File: config.mk
export PLATFORM = sky130hd
export DESIGN_NAME = gamma_eeprom_write_recall_ctrl
export DESIGN_NICKNAME = d
export VERILOG_FILES = /design/src/gamma_nv_pkg.sv /design/src/gamma_eeprom_write_recall_ctrl.sv /design/src/gamma_nv_timer.sv
export SDC_FILE = /design/constraint.sdc
export NUM_CORES = 1
export LEC_CHECK = 0
export ABC_AREA = 1
export BUFFER_PORTS_ARGS = -buffer_cell sky130_fd_sc_hd__buf_2
export CAP_MARGIN = 20
export CELL_PAD_IN_SITES_DETAIL_PLACEMENT = 0
export CELL_PAD_IN_SITES_GLOBAL_PLACEMENT = 1
export CORE_MARGIN = 4
export CORE_UTILIZATION = 47
export DETAILED_ROUTE_END_ITERATION = 8
export PLACE_DENSITY_LB_ADDON = 0.1
export SLEW_MARGIN = 20
export SYNTH_ARGS = -nofsm -noshare
export SYNTH_HDL_FRONTEND = slang
export SYNTH_SLANG_ARGS = --single-unit
File: constraint.sdc
create_clock -name i_clk -period 24.6 [get_ports i_clk]
set_input_delay 3.69 -clock i_clk [delete_from_list [all_inputs] [get_ports i_clk]]
set_output_delay 3.69 -clock i_clk [all_outputs]
set_load 0.01 [all_outputs]
File: src/gamma_nv_pkg.sv
// Contract
// [RQ1] write-guard low: received data writes to DAC registers and EEPROM are dropped
// [RQ2] write-guard high: data writes to DAC registers and EEPROM are accepted
// [RQ3] well-formed commands are acknowledged whatever the write-guard level
// [RQ4] host keeps write-guard steady while an EEPROM programming cycle runs
// [RQ5] program_flag set: word goes to the DAC register and its EEPROM location
// [RQ6] flagged channels are programmed starting right at the next STOP
// [RQ7] programming lasts at most 35 ms per register, 420 ms for all
// [RQ8] host waits 35 ms or 420 ms after a programming STOP before commands
// [RQ9] bytes arriving while programming runs are answered with NACK
// [RQ10] words without program_flag update only the DAC register, no wait
// [RQ11] outputs stay enabled throughout programming
// [RQ12] a recall overwrites every DAC register with its EEPROM value
// [RQ13] power-up with digital_supply valid recalls EEPROM into DACs, about 6 ms
// [RQ14] control byte 0x06 at pointer 0x00 starts a recall at byte end
// [RQ15] the software-reset control byte is answered with NACK
// [RQ16] during any recall outputs are disabled and every byte is NACKed
// [RQ17] gamma_outputs and common_voltage_output enable together when recall ends
// [RQ18] factory EEPROM: 0x000 on gamma channels, 0x200 on common_voltage_channel
// [RQ19] gamma_outputs enable needs recall done and analog_supply undervoltage cleared
// [RQ20] common_voltage_output enable also needs amplifier_supply undervoltage cleared
// [RQ21] analog_supply undervoltage disables gamma_outputs and common_voltage_output
// [RQ22] over-temperature disables all outputs; they re-enable once it clears
// [RQ23] word: upper byte bits 1:0 = data 9:8, bit 6 = program_flag
// [RQ24] channel value latched when the lower data byte completes
// [RQ25] write-guard sampled once per data byte, decision covers the byte
// [RQ26] flagged channels gathered between START and STOP, exactly those programmed
package gamma_nv_pkg;
	localparam int NUM_CH = 15;
	localparam int CODE_W = 10;
	localparam int COM_CH = 14;
	localparam logic [CODE_W-1:0] GAMMA_DEFAULT = 10'h000;
	localparam logic [CODE_W-1:0] COM_DEFAULT = 10'h200;
	localparam logic [7:0] PTR_CONTROL = 8'h00;
	localparam logic [7:0] SW_RESET_CODE = 8'h06;
	localparam logic [7:0] PTR_CH_BASE = 8'h01;
	localparam int PROG_FLAG_BIT = 6;
	localparam int RW_BIT = 0;
	localparam int CLK_KHZ = 250000;
	localparam int T_RECALL_MS = 6;
	localparam int T_PROG_ONE_MS = 35;
	localparam int T_PROG_ALL_MS = 420;
	localparam int TIMER_W = 32;
	// recall time is typical, taken exactly
	localparam int RECALL_CYCLES_DEF = T_RECALL_MS * CLK_KHZ;
	// per-channel time spreads the all-register bound, rounded down
	localparam int PROG_CH_CYCLES_DEF = (T_PROG_ALL_MS * CLK_KHZ) / NUM_CH;
	localparam int PROG_ONE_MAX_CYCLES = T_PROG_ONE_MS * CLK_KHZ;

	typedef enum logic [1:0] {CS_RECALL, CS_READY, CS_PROG_SCAN, CS_PROG_WAIT} ctl_state_t;
	typedef enum logic [2:0] {PH_SKIP, PH_ADDR, PH_PTR, PH_CTRL, PH_UPPER, PH_LOWER} phase_t;
endpackage : gamma_nv_pkg

File: src/gamma_eeprom_write_recall_ctrl.sv
`timescale 1ns/1ps
module gamma_eeprom_write_recall_ctrl #(
	parameter int unsigned RECALL_CYCLES = gamma_nv_pkg::RECALL_CYCLES_DEF,
	parameter int unsigned PROG_CH_CYCLES = gamma_nv_pkg::PROG_CH_CYCLES_DEF
) (
	input wire logic i_clk,
	input wire logic i_rst,
	input wire logic i_digital_supply_ok,
	input wire logic i_analog_uv,
	input wire logic i_amp_uv,
	input wire logic i_over_temp,
	input wire logic i_write_guard_n,
	input wire logic i_bus_start,
	input wire logic i_bus_stop,
	input wire logic i_rx_valid,
	input wire logic [7:0] i_rx_byte,
	output logic o_ack,
	output logic o_busy,
	output logic o_recall_busy,
	output logic o_prog_busy,
	output logic o_gamma_en,
	output logic o_com_en,
	output logic [gamma_nv_pkg::NUM_CH*gamma_nv_pkg::CODE_W-1:0] o_dac_codes
);
	import gamma_nv_pkg::*;

	ctl_state_t ctl_reg;
	ctl_state_t ctl_next;
	phase_t phase_reg;
	phase_t phase_next;
	logic [7:0] ptr_reg;
	logic [7:0] ptr_next;
	logic [7:0] upper_reg;
	logic [7:0] upper_next;
	logic upper_ok_reg;
	logic upper_ok_next;
	logic [CODE_W-1:0] dac_reg [NUM_CH];
	logic [CODE_W-1:0] dac_next [NUM_CH];
	logic [CODE_W-1:0] ee_reg [NUM_CH];
	logic [CODE_W-1:0] ee_next [NUM_CH];
	logic [CODE_W-1:0] pval_reg [NUM_CH];
	logic [CODE_W-1:0] pval_next [NUM_CH];
	logic [NUM_CH-1:0] pend_reg;
	logic [NUM_CH-1:0] pend_next;
	logic [3:0] scan_reg;
	logic [3:0] scan_next;
	logic ack_reg;
	logic ack_next;
	logic in_txn_reg;
	logic in_txn_next;
	logic supply_prev_reg;
	logic recalled_reg;
	logic recalled_next;
	logic gamma_en_reg;
	logic gamma_en_next;
	logic com_en_reg;
	logic com_en_next;
	logic timer_load;
	logic [TIMER_W-1:0] timer_cycles;
	logic timer_busy;
	logic timer_done;
	logic [7:0] ch_off;
	logic ch_ok;
	logic [3:0] ch_idx;

	if (RECALL_CYCLES < 1 || PROG_CH_CYCLES < 1 || PROG_CH_CYCLES > PROG_ONE_MAX_CYCLES)
	begin : g_bad_timing
		$error("timing parameters out of range");
	end

	gamma_nv_timer #(
		.W(TIMER_W)
	) u_timer (
		.i_clk(i_clk),
		.i_rst(i_rst),
		.i_load(timer_load),
		.i_cycles(timer_cycles),
		.o_busy(timer_busy),
		.o_done(timer_done)
	);

	// pointer to channel decode
	assign ch_off = ptr_reg - PTR_CH_BASE;
	assign ch_ok = (ptr_reg >= PTR_CH_BASE) && (ch_off < 8'(NUM_CH));
	assign ch_idx = ch_off[3:0];

	// command parsing, recall and programming sequencing
	always_comb
	begin
		ctl_next = ctl_reg;
		phase_next = phase_reg;
		ptr_next = ptr_reg;
		upper_next = upper_reg;
		upper_ok_next = upper_ok_reg;
		dac_next = dac_reg;
		ee_next = ee_reg;
		pval_next = pval_reg;
		pend_next = pend_reg;
		scan_next = scan_reg;
		ack_next = ack_reg;
		in_txn_next = in_txn_reg;
		recalled_next = recalled_reg;
		timer_load = 1'b0;
		timer_cycles = TIMER_W'(PROG_CH_CYCLES);
		if (i_rx_valid)
		begin
			ack_next = 1'b0; // busy default, see [RQ9] see [RQ16]
		end
		if (i_bus_stop)
		begin
			in_txn_next = 1'b0;
		end
		case (ctl_reg)
			CS_RECALL:
			begin
				if (timer_done)
				begin
					for (int i = 0; i < NUM_CH; i++)
					begin
						dac_next[i] = ee_reg[i]; // see [RQ12]
					end
					recalled_next = 1'b1;
					ctl_next = CS_READY;
				end
			end
			CS_READY:
			begin
				if (i_bus_start)
				begin
					phase_next = PH_ADDR;
					in_txn_next = 1'b1;
					if (!in_txn_reg)
					begin
						pend_next = '0; // fresh set per transaction, see [RQ26]
					end
				end
				if (i_rx_valid)
				begin
					ack_next = 1'b1; // ack regardless of guard, see [RQ3]
					case (phase_reg)
						PH_ADDR:
						begin
							phase_next = i_rx_byte[RW_BIT] ? PH_SKIP : PH_PTR;
						end
						PH_PTR:
						begin
							ptr_next = i_rx_byte;
							phase_next = (i_rx_byte == PTR_CONTROL) ? PH_CTRL : PH_UPPER;
						end
						PH_CTRL:
						begin
							phase_next = PH_SKIP;
							if (i_rx_byte == SW_RESET_CODE)
							begin
								ack_next = 1'b0; // see [RQ15]
								ctl_next = CS_RECALL; // see [RQ14]
								timer_load = 1'b1;
								timer_cycles = TIMER_W'(RECALL_CYCLES);
								recalled_next = 1'b0;
								pend_next = '0;
							end
						end
						PH_UPPER:
						begin
							upper_next = i_rx_byte;
							upper_ok_next = i_write_guard_n; // see [RQ25]
							phase_next = PH_LOWER;
						end
						PH_LOWER:
						begin
							phase_next = PH_UPPER;
							ptr_next = ptr_reg + 8'h01;
							// both bytes must pass the guard, see [RQ1] see [RQ2] see [RQ25]
							if (upper_ok_reg && i_write_guard_n && ch_ok)
							begin
								dac_next[ch_idx] = {upper_reg[1:0], i_rx_byte}; // see [RQ23] see [RQ24] see [RQ10]
								if (upper_reg[PROG_FLAG_BIT])
								begin
									pval_next[ch_idx] = {upper_reg[1:0], i_rx_byte}; // see [RQ5]
									pend_next[ch_idx] = 1'b1; // see [RQ26]
								end
							end
						end
						default:
						begin
						end
					endcase
				end
				if (i_bus_stop)
				begin
					phase_next = PH_SKIP;
					if (ctl_next == CS_READY && pend_next != '0)
					begin
						ctl_next = CS_PROG_SCAN; // see [RQ6]
						scan_next = 4'h0;
					end
				end
			end
			CS_PROG_SCAN:
			begin
				if (pend_reg[scan_reg])
				begin
					timer_load = 1'b1; // per-channel program time, see [RQ7]
					ctl_next = CS_PROG_WAIT;
				end
				else if (scan_reg == 4'(NUM_CH - 1))
				begin
					ctl_next = CS_READY;
				end
				else
				begin
					scan_next = scan_reg + 4'h1;
				end
			end
			CS_PROG_WAIT:
			begin
				if (timer_done)
				begin
					ee_next[scan_reg] = pval_reg[scan_reg]; // see [RQ5]
					pend_next[scan_reg] = 1'b0;
					if (scan_reg == 4'(NUM_CH - 1))
					begin
						ctl_next = CS_READY;
					end
					else
					begin
						scan_next = scan_reg + 4'h1;
						ctl_next = CS_PROG_SCAN;
					end
				end
			end
			default:
			begin
				ctl_next = CS_RECALL;
			end
		endcase
		// supply loss cancels everything; its return starts the power-up recall
		if (!i_digital_supply_ok)
		begin
			ctl_next = CS_RECALL;
			recalled_next = 1'b0;
			timer_load = 1'b1;
			timer_cycles = '0;
			pend_next = '0;
			phase_next = PH_SKIP;
		end
		else if (!supply_prev_reg)
		begin
			ctl_next = CS_RECALL; // see [RQ13]
			recalled_next = 1'b0;
			timer_load = 1'b1;
			timer_cycles = TIMER_W'(RECALL_CYCLES);
			pend_next = '0;
			phase_next = PH_SKIP;
		end
	end

	always_ff @(posedge i_clk or posedge i_rst)
	begin
		if (i_rst)
		begin
			ctl_reg <= CS_RECALL;
			phase_reg <= PH_SKIP;
			ptr_reg <= 8'h00;
			upper_reg <= 8'h00;
			upper_ok_reg <= 1'b0;
			for (int i = 0; i < NUM_CH; i++)
			begin
				dac_reg[i] <= GAMMA_DEFAULT;
				pval_reg[i] <= GAMMA_DEFAULT;
				ee_reg[i] <= (i == COM_CH) ? COM_DEFAULT : GAMMA_DEFAULT; // see [RQ18]
			end
			pend_reg <= '0;
			scan_reg <= 4'h0;
			ack_reg <= 1'b0;
			in_txn_reg <= 1'b0;
			supply_prev_reg <= 1'b0;
			recalled_reg <= 1'b0;
		end
		else
		begin
			ctl_reg <= ctl_next;
			phase_reg <= phase_next;
			ptr_reg <= ptr_next;
			upper_reg <= upper_next;
			upper_ok_reg <= upper_ok_next;
			dac_reg <= dac_next;
			ee_reg <= ee_next;
			pval_reg <= pval_next;
			pend_reg <= pend_next;
			scan_reg <= scan_next;
			ack_reg <= ack_next;
			in_txn_reg <= in_txn_next;
			supply_prev_reg <= i_digital_supply_ok;
			recalled_reg <= recalled_next;
		end
	end

	// output enables: not gated by programming, see [RQ11]
	always_comb
	begin
		gamma_en_next = recalled_next && ctl_next != CS_RECALL // see [RQ16] see [RQ17]
			&& !i_analog_uv && !i_over_temp; // see [RQ19] see [RQ21] see [RQ22]
		com_en_next = gamma_en_next && !i_amp_uv; // see [RQ20] see [RQ17]
	end

	always_ff @(posedge i_clk or posedge i_rst)
	begin
		if (i_rst)
		begin
			gamma_en_reg <= 1'b0;
			com_en_reg <= 1'b0;
		end
		else
		begin
			gamma_en_reg <= gamma_en_next;
			com_en_reg <= com_en_next;
		end
	end

	// flattened channel codes, channel 0 in the low bits
	for (genvar g = 0; g < NUM_CH; g++)
	begin : g_codes
		assign o_dac_codes[g*CODE_W +: CODE_W] = dac_reg[g];
	end

	assign o_ack = ack_reg;
	assign o_busy = (ctl_reg != CS_READY);
	assign o_recall_busy = (ctl_reg == CS_RECALL);
	assign o_prog_busy = (ctl_reg == CS_PROG_SCAN) || (ctl_reg == CS_PROG_WAIT);
	assign o_gamma_en = gamma_en_reg;
	assign o_com_en = com_en_reg;
endmodule : gamma_eeprom_write_recall_ctrl

File: src/gamma_nv_timer.sv
`timescale 1ns/1ps
module gamma_nv_timer #(
	parameter int W = 32
) (
	input wire logic i_clk,
	input wire logic i_rst,
	input wire logic i_load,
	input wire logic [W-1:0] i_cycles,
	output logic o_busy,
	output logic o_done
);
	logic [W-1:0] count_reg;
	logic [W-1:0] count_next;
	logic done_reg;
	logic done_next;

	if (W < 2)
	begin : g_bad_width
		$error("timer width too small");
	end

	// load wins, else count down; done pulses after the last count
	always_comb
	begin
		count_next = count_reg;
		done_next = 1'b0;
		if (i_load)
		begin
			count_next = i_cycles;
		end
		else if (count_reg != '0)
		begin
			count_next = count_reg - W'(1);
			done_next = (count_reg == W'(1));
		end
	end

	always_ff @(posedge i_clk or posedge i_rst)
	begin
		if (i_rst)
		begin
			count_reg <= '0;
			done_reg <= 1'b0;
		end
		else
		begin
			count_reg <= count_next;
			done_reg <= done_next;
		end
	end

	assign o_busy = (count_reg != '0);
	assign o_done = done_reg;
endmodule : gamma_nv_timer
==> results.yml, run 1 <==
run_status:
  status: "finished clean"
placed_design:
  hpwl_um: 52800
  pre_cts_slack_ns: 17.32
  portBuffers: 173
  dpl.cell_count: 3463
  gp_congestion: 0.953
synthesis:
  yosys_warnings: 0
  synth_area_um2: 24600
  yosys.area_share.simple_pct: 16.8
  ys_seq_elements: 525
  synth_compound_area_share_pct: 19.7
  synth-xor-area-share_pct: 0.713
  synth-main-ff-cell: "dfrtp_1"
  synth_area_per_cell_um2: 8.85
  yosys.area.top_type: "dfrtp_1"
  syn_inst: 2775
  synthArstFlopShare_pct: 100
  synth.area.mux_share_pct: 2.80
  synth_top_family_by_area: "compound AO/OA/AOI/OAI gates"
  syn_nets: 2809
  yosysTopAreaCellShare_pct: 53.4
  synth-edff-count: 0
  ys_seq_area_share_pct: 53.5
  synth_adder_area_share_pct: 0.815
  synthTopCellsByArea: "dfrtp_1 53%, nand2_1 9.8%, o21ai_0 9.3%"
  synth.distinct_cells: 58
worst_hold_path:
  hold_path_startpoint: "pval_reg[140]$_DFFE_PP0P_"
  worst_hold_path_type: "flip-flop to flip-flop"
sta:
  worst_slew_pin_slew_ns: 1.13
  max_slew_margin_pct: 24.6
  setup_violations: 0
  finalMaxSlewViolations: 0
  setup_slack_ns: 18.11
  fin_crit_ns: 6.49
  rsz0062_at_grt: "no"
  worst_hold_slack_ns: 0.477
  post-route-period-util_pct: 26.4
  finalHoldViolCount: 0
  fmax_ghz: 0.154
  finalClockSkew_ns: 0.0231
  fin_setup_tns_ns: 0
layout:
  final_common_cell: "nand2_1"
  fin_cells: 3566
  antenna_cells: 0
  layout-drive-gt1-share_pct: 14.7
  multi_input_area_um2: 10100
  final_cell_mix: "641 x nand2_1, 523 x dfrtp_1, 455 x o21ai_0, 173 x buf_2, 162 x nor2_1"
  n_fill_cell: 4838
  areaGrowthSynthToFinish_pct: 12.9
  seq_area_um2: 13100
  nets: 2876
die:
  num_rows: 83
  die_x_um: 237
  die_y_um: 237
  io_pins: 174
  start_util_pct: 47.7
  dieArea_um2: 56000
  core_um2: 51500
drt:
  dr.pass1.iters: 6
  via_per_inst: 5.76
  vias: 20500
  postRouteAntennaNets: 0
  avgRoutedWirePerCell_um: 22.6
  initialDrtViolationCount: 1827
  wl_um: 80600
  route.detailed.drc: 0
critical_path:
  critPathSlowestCell: "buf_4"
  startpoint: "i_rst"
  critical_path.max_stage_delay_ns: 0.88
  crit_type: "input pin to asynchronous set/reset pin"
  worstSetupEndpointType: "asynchronous set/reset pin"
  cp.arrival_ns: 7.08
  r2r-start: "ctl_reg[1]$_DFF_PP0_"
  critPathMaxFanout: 112
  critPathLaunchType: "input pin"
  cp_common_cell: "buf_4"
  cp_cell_sequence: "buf_2 -> inv_8 -> buf_4 -> buf_4 -> buf_4"
  worstPathRequired_ns: 25.19
clocking:
  cts_resized: 0
  clock-root-buffer: "clkbuf_16"
  cts_tree: "built"
  clk_pin_slew_worst_paths_ns: 0.06
  cts_hold_buffers: 0
  clock-sinks: 525
  cts_buffers: 55
  post_cts_buffers: 0
  htree_levels: 2
  clk_path_buf_depth: 3
  worstSkewPairLatency_ns: 0.62
global_routing:
  antenna_found_initial: 2
  grt_usage_pct: 28.4
  grt_max_degree: 113
  first_global_vias: 19700
  grt_pass1_wl_um: 124000
  gr-total-overflow: 0
pwr:
  powerDensity_nw_per_um2: 65.6
  leakage_nw: 12.6
  peakVddDrop_mv: 0.0461
run:
  maxCapViolCount: 0
-- where the power goes --
group          switching (mW)  internal, mW
combinational          0.0401        0.0109
clock                   0.353         0.541
sequential            0.00444         0.868
total                   0.398          1.42
-- logic make-up (layout without fill, tap and decap cells) --
| family | after synthesis | in the layout |
|---|---|---|
| DFF | 525 | 525 |
| xor gates and xnor gates | 20 | 20 |
| and+or+nand+nor | 969 | 969 |
| AOI/OAI and AO/OA | 828 | 828 |
| buffers and inverters | 356 | 467 |
| muxes | 61 | 61 |
| adders and majority gates | 16 | 16 |
-- metrics by stage --
step | total power [mW] | utilization (%) | instance area, um2
6_report | 1.82 | 53.8 | 27700
5_1_grt | 1.87 | 53.8 | 27700
4_1_cts | 1.83 | 53.8 | 27700
3_5_place_dp | 0.941 | 50.0 | 25700
3_3_place_gp | 0.940 | 50.0 | 25700
2_1_floorplan | 0.922 | - | 24600
-- cell usage after synthesis, types with 2 or more instances --
| library cell | instances |
|---|---|
| a21oi_1 | 70 |
| o211ai_1 | 97 |
| o21ai_1 | 12 |
| buf_6 | 3 |
| nor3_1 | 10 |
| clkbuf_1 | 160 |
| clkinv_1 | 5 |
| xor2_1 | 13 |
| nand2_2 | 10 |
| o22ai_1 | 62 |
| nand3_2 | 6 |
| nor2_8 | 2 |
| o221ai_1 | 3 |
| nand4_1 | 23 |
| nor2_2 | 10 |
| ha_1 | 16 |
| nand3_1 | 74 |
| buf_1 | 5 |
| o32ai_1 | 8 |
| inv_1 | 146 |
| a31oi_1 | 4 |
| o21ai_0 | 455 |
| nand2_1 | 641 |
| nand3_4 | 2 |
| nor3_2 | 2 |
| a32o_1 | 2 |
| nor2_1 | 166 |
| mux2_2 | 51 |
| nor4_1 | 3 |
| a22oi_1 | 2 |
| o21a_1 | 92 |
| nor4_2 | 2 |
| inv_2 | 8 |
| a211oi_1 | 5 |
| buf_2 | 27 |
| dfrtp_1 | 524 |
| nand2_4 | 6 |
| o31ai_1 | 3 |
| mux2_1 | 10 |
| o21ai_2 | 4 |
| nor2_4 | 8 |
| xnor2_1 | 7 |
-- critical path, delay by kind of cell --
kind / cells / cell delay [ns]
buffers and inverters: 5 / 3.18
-- path summary, 6_finish.rpt --
kind	end	cells past startpoint	slack [ns]
max in group i_clk	u_timer.count_reg[7]$_DFFE_PP0P_	12	18.37
min in group asynchronous	o_dac_codes[2]$_DFFE_PP0P_	2	3.16
max	o_dac_codes[109]$_DFFE_PP0P_	5	18.11
min	pval_reg[140]$_DFFE_PP0P_	2	0.48
max reg2reg	u_timer.count_reg[7]$_DFFE_PP0P_	12	20.38
min reg2reg	pval_reg[140]$_DFFE_PP0P_	2	0.48
-- final cells by class --
cell class,count,share of cell area [%]
tap,680,3.07
multi-input combinational,1894,36.2
clock inverter,17,1.10
inverter,160,2.22
clock buffer,84,5.90
timing repair buffer,206,4.10
sequential,525,47.4
-- per-layer routing --
| layer | track usage (%) | vias up | wire length (um) | share of wire (%) |
|---|---|---|---|---|
| met5 | 0 | - | 0 | 0 |
| met4 | 8.28 | 0 | 2150 | 2.7 |
| met3 | 4.09 | 107 | 5200 | 6.5 |
| met2 | 45.8 | 721 | 37600 | 47 |
| met1 | 40.4 | 10200 | 35700 | 44 |
| li1 | - | 9526 | - | - |
Note: power is estimated with default switching activity, not from simulation.
==> run 2, diff against run 1 <==
==> constraint.sdc (replaced) <==
create_clock -name i_clk -period 6.6 [get_ports i_clk]
set_input_delay 0.99 -clock i_clk [delete_from_list [all_inputs] [get_ports i_clk]]
set_output_delay 0.99 -clock i_clk [all_outputs]
set_load 0.01 [all_outputs]
==> results.yml, run 2 (synthesis gave the netlist of run 1 again) <==
drt:
  vias: 20500
  dr.pass1.iters: 6
  initialDrtViolationCount: 2057
  postRouteAntennaNets: 0
  via_per_inst: 5.75
  avgRoutedWirePerCell_um: 22.4
  wl_um: 80100
  route.detailed.drc: 0
sta:
  post-route-period-util_pct: 60.4
  fmax_ghz: 0.251
  finalClockSkew_ns: 0.0190
  rsz0062_at_grt: "no"
  max_slew_margin_pct: 29.7
  fin_crit_ns: 3.99
  finalHoldViolCount: 0
  setup_violations: 0
  worst_slew_pin_slew_ns: 1.05
  finalMaxSlewViolations: 0
layout:
  finish.utilization_pct: 54.0
  areaGrowthSynthToFinish_pct: 13.3
  final_cell_mix: "641 x nand2_1, 523 x dfrtp_1, 455 x o21ai_0, 173 x buf_2, 162 x nor2_1"
  final_common_cell: "nand2_1"
  layout-drive-gt1-share_pct: 14.7
  nets: 2879
global_routing:
  first_global_vias: 19300
  gr-total-overflow: 0
  antenna_found_initial: 3
  grt_pass1_wl_um: 122000
  grt_max_degree: 185
  grt_usage_pct: 28.1
clocking:
  clock-root-buffer: "clkbuf_16"
  cts_hold_buffers: 0
  cts_resized: 0
  worstSkewPairLatency_ns: 0.62
  post_cts_buffers: 0
  cts_tree: "built"
  htree_levels: 2
  clk_pin_slew_worst_paths_ns: 0.06
  cts_buffers: 56
  clock-sinks: 525
  clk_path_buf_depth: 3
placed_design:
  portBuffers: 173
  hpwl_um: 52900
  gp_congestion: 0.961
critical_path:
  cp.arrival_ns: 3.00
  critPathLaunchType: "flip-flop"
  cp_cell_sequence: "inv_1 -> ha_2 -> buf_4 -> inv_4 -> buf_2"
  worstPathRequired_ns: 5.61
  worstSetupEndpointType: "output pin"
  critPathMaxFanout: 57
  critical_path.max_stage_delay_ns: 0.64
  critPathSlowestCell: "buf_4"
  crit_type: "flip-flop to output pin"
pwr:
  finalPower_mw: 6.82
  leakage_nw: 12.7
  peakVddDrop_mv: 0.200
  powerDensity_nw_per_um2: 245
run:
  maxCapViolCount: 0
die:
  die_x_um: 237
  io_pins: 174
  dieArea_um2: 56000
  start_util_pct: 47.7
  die_y_um: 237
  num_rows: 83
  core_um2: 51500
run_status:
  status: "finished clean"
worst_hold_path:
  worst_hold_path_type: "flip-flop to flip-flop"
## run 2: changes by cell type in the layout (fill, tap and decap cells not counted), sizes merged
cell and change:
inv -2, diode +1, buf +1, clkbuf +2, clkinvlp +2
## run 2: layout make-up
type / instances / area [um2]
tap: 680 / 851
clock inverter: 17 / 303
timing repair buffer: 208 / 1210
fill: 4819 / 23700
inverter: 160 / 612
multi-input combinational: 1894 / 10000
sequential: 525 / 13100
clock buffer: 85 / 1680
antenna: 1 / 2.50
## run 2: report_power, final
part / internal, mW / total (mW) / leakage [nW] / switching [mW]
clock: 2.06 / 3.38 / 0.976 / 1.32
combinational: 0.0441 / 0.189 / 4.43 / 0.145
sequential: 3.24 / 3.25 / 7.25 / 0.0173
total: 5.34 / 6.82 / 12.7 / 1.48
## run 2: worst max-delay path: cells and delay by family (launching register included)
family | cells | cell delay, ns
flip-flops | 1 | 0.50
buffers and inverters | 4 | 1.57
adder cells (fa/ha/maj) | 1 | 0.27
## run 2: through the flow
step           setup TNS, ns  hold slack (ns)  cells  setup WS [ns]  area, um2
6_report                   0            0.481   3570           2.61      27800
5_1_grt                    0            0.494   3569           2.35      27800
3_3_place_gp               0            0.460   3464           2.69      25800
2_1_floorplan        -798.23            0.448   2775          -1.52      24600
3_5_place_dp               0            0.467   3465           2.68      25800
4_1_cts                    0            0.482   3567           2.68      27800
## run 2: path summary, 6_finish.rpt
path	startpoint	end	cells after the start	slack, ns
setup / recovery	ctl_reg[1]$_DFF_PP0_	o_busy	5	2.61
hold / removal	pval_reg[65]$_DFFE_PP0P_	pval_reg[65]$_DFFE_PP0P_	2	0.48
setup reg to reg	scan_reg[0]$_DFFE_PP0P_	u_timer.count_reg[7]$_DFFE_PP0P_	12	2.67
hold reg to reg	pval_reg[65]$_DFFE_PP0P_	pval_reg[65]$_DFFE_PP0P_	2	0.48
max in group asynchronous	i_rst	o_dac_codes[111]$_DFFE_PP0P_	4	4.62
min in group asynchronous	i_rst	o_dac_codes[6]$_DFFE_PP0P_	2	0.51
## run 2: metal layers
layer  vias up  part of all wire (%)  track usage [%]
li1       9509                     -                -
met1     10100                    44             40.9
met2       825                    45             42.5
met3       128                   8.0             5.54
met4         0                   3.0             9.11
met5         -                     0                0
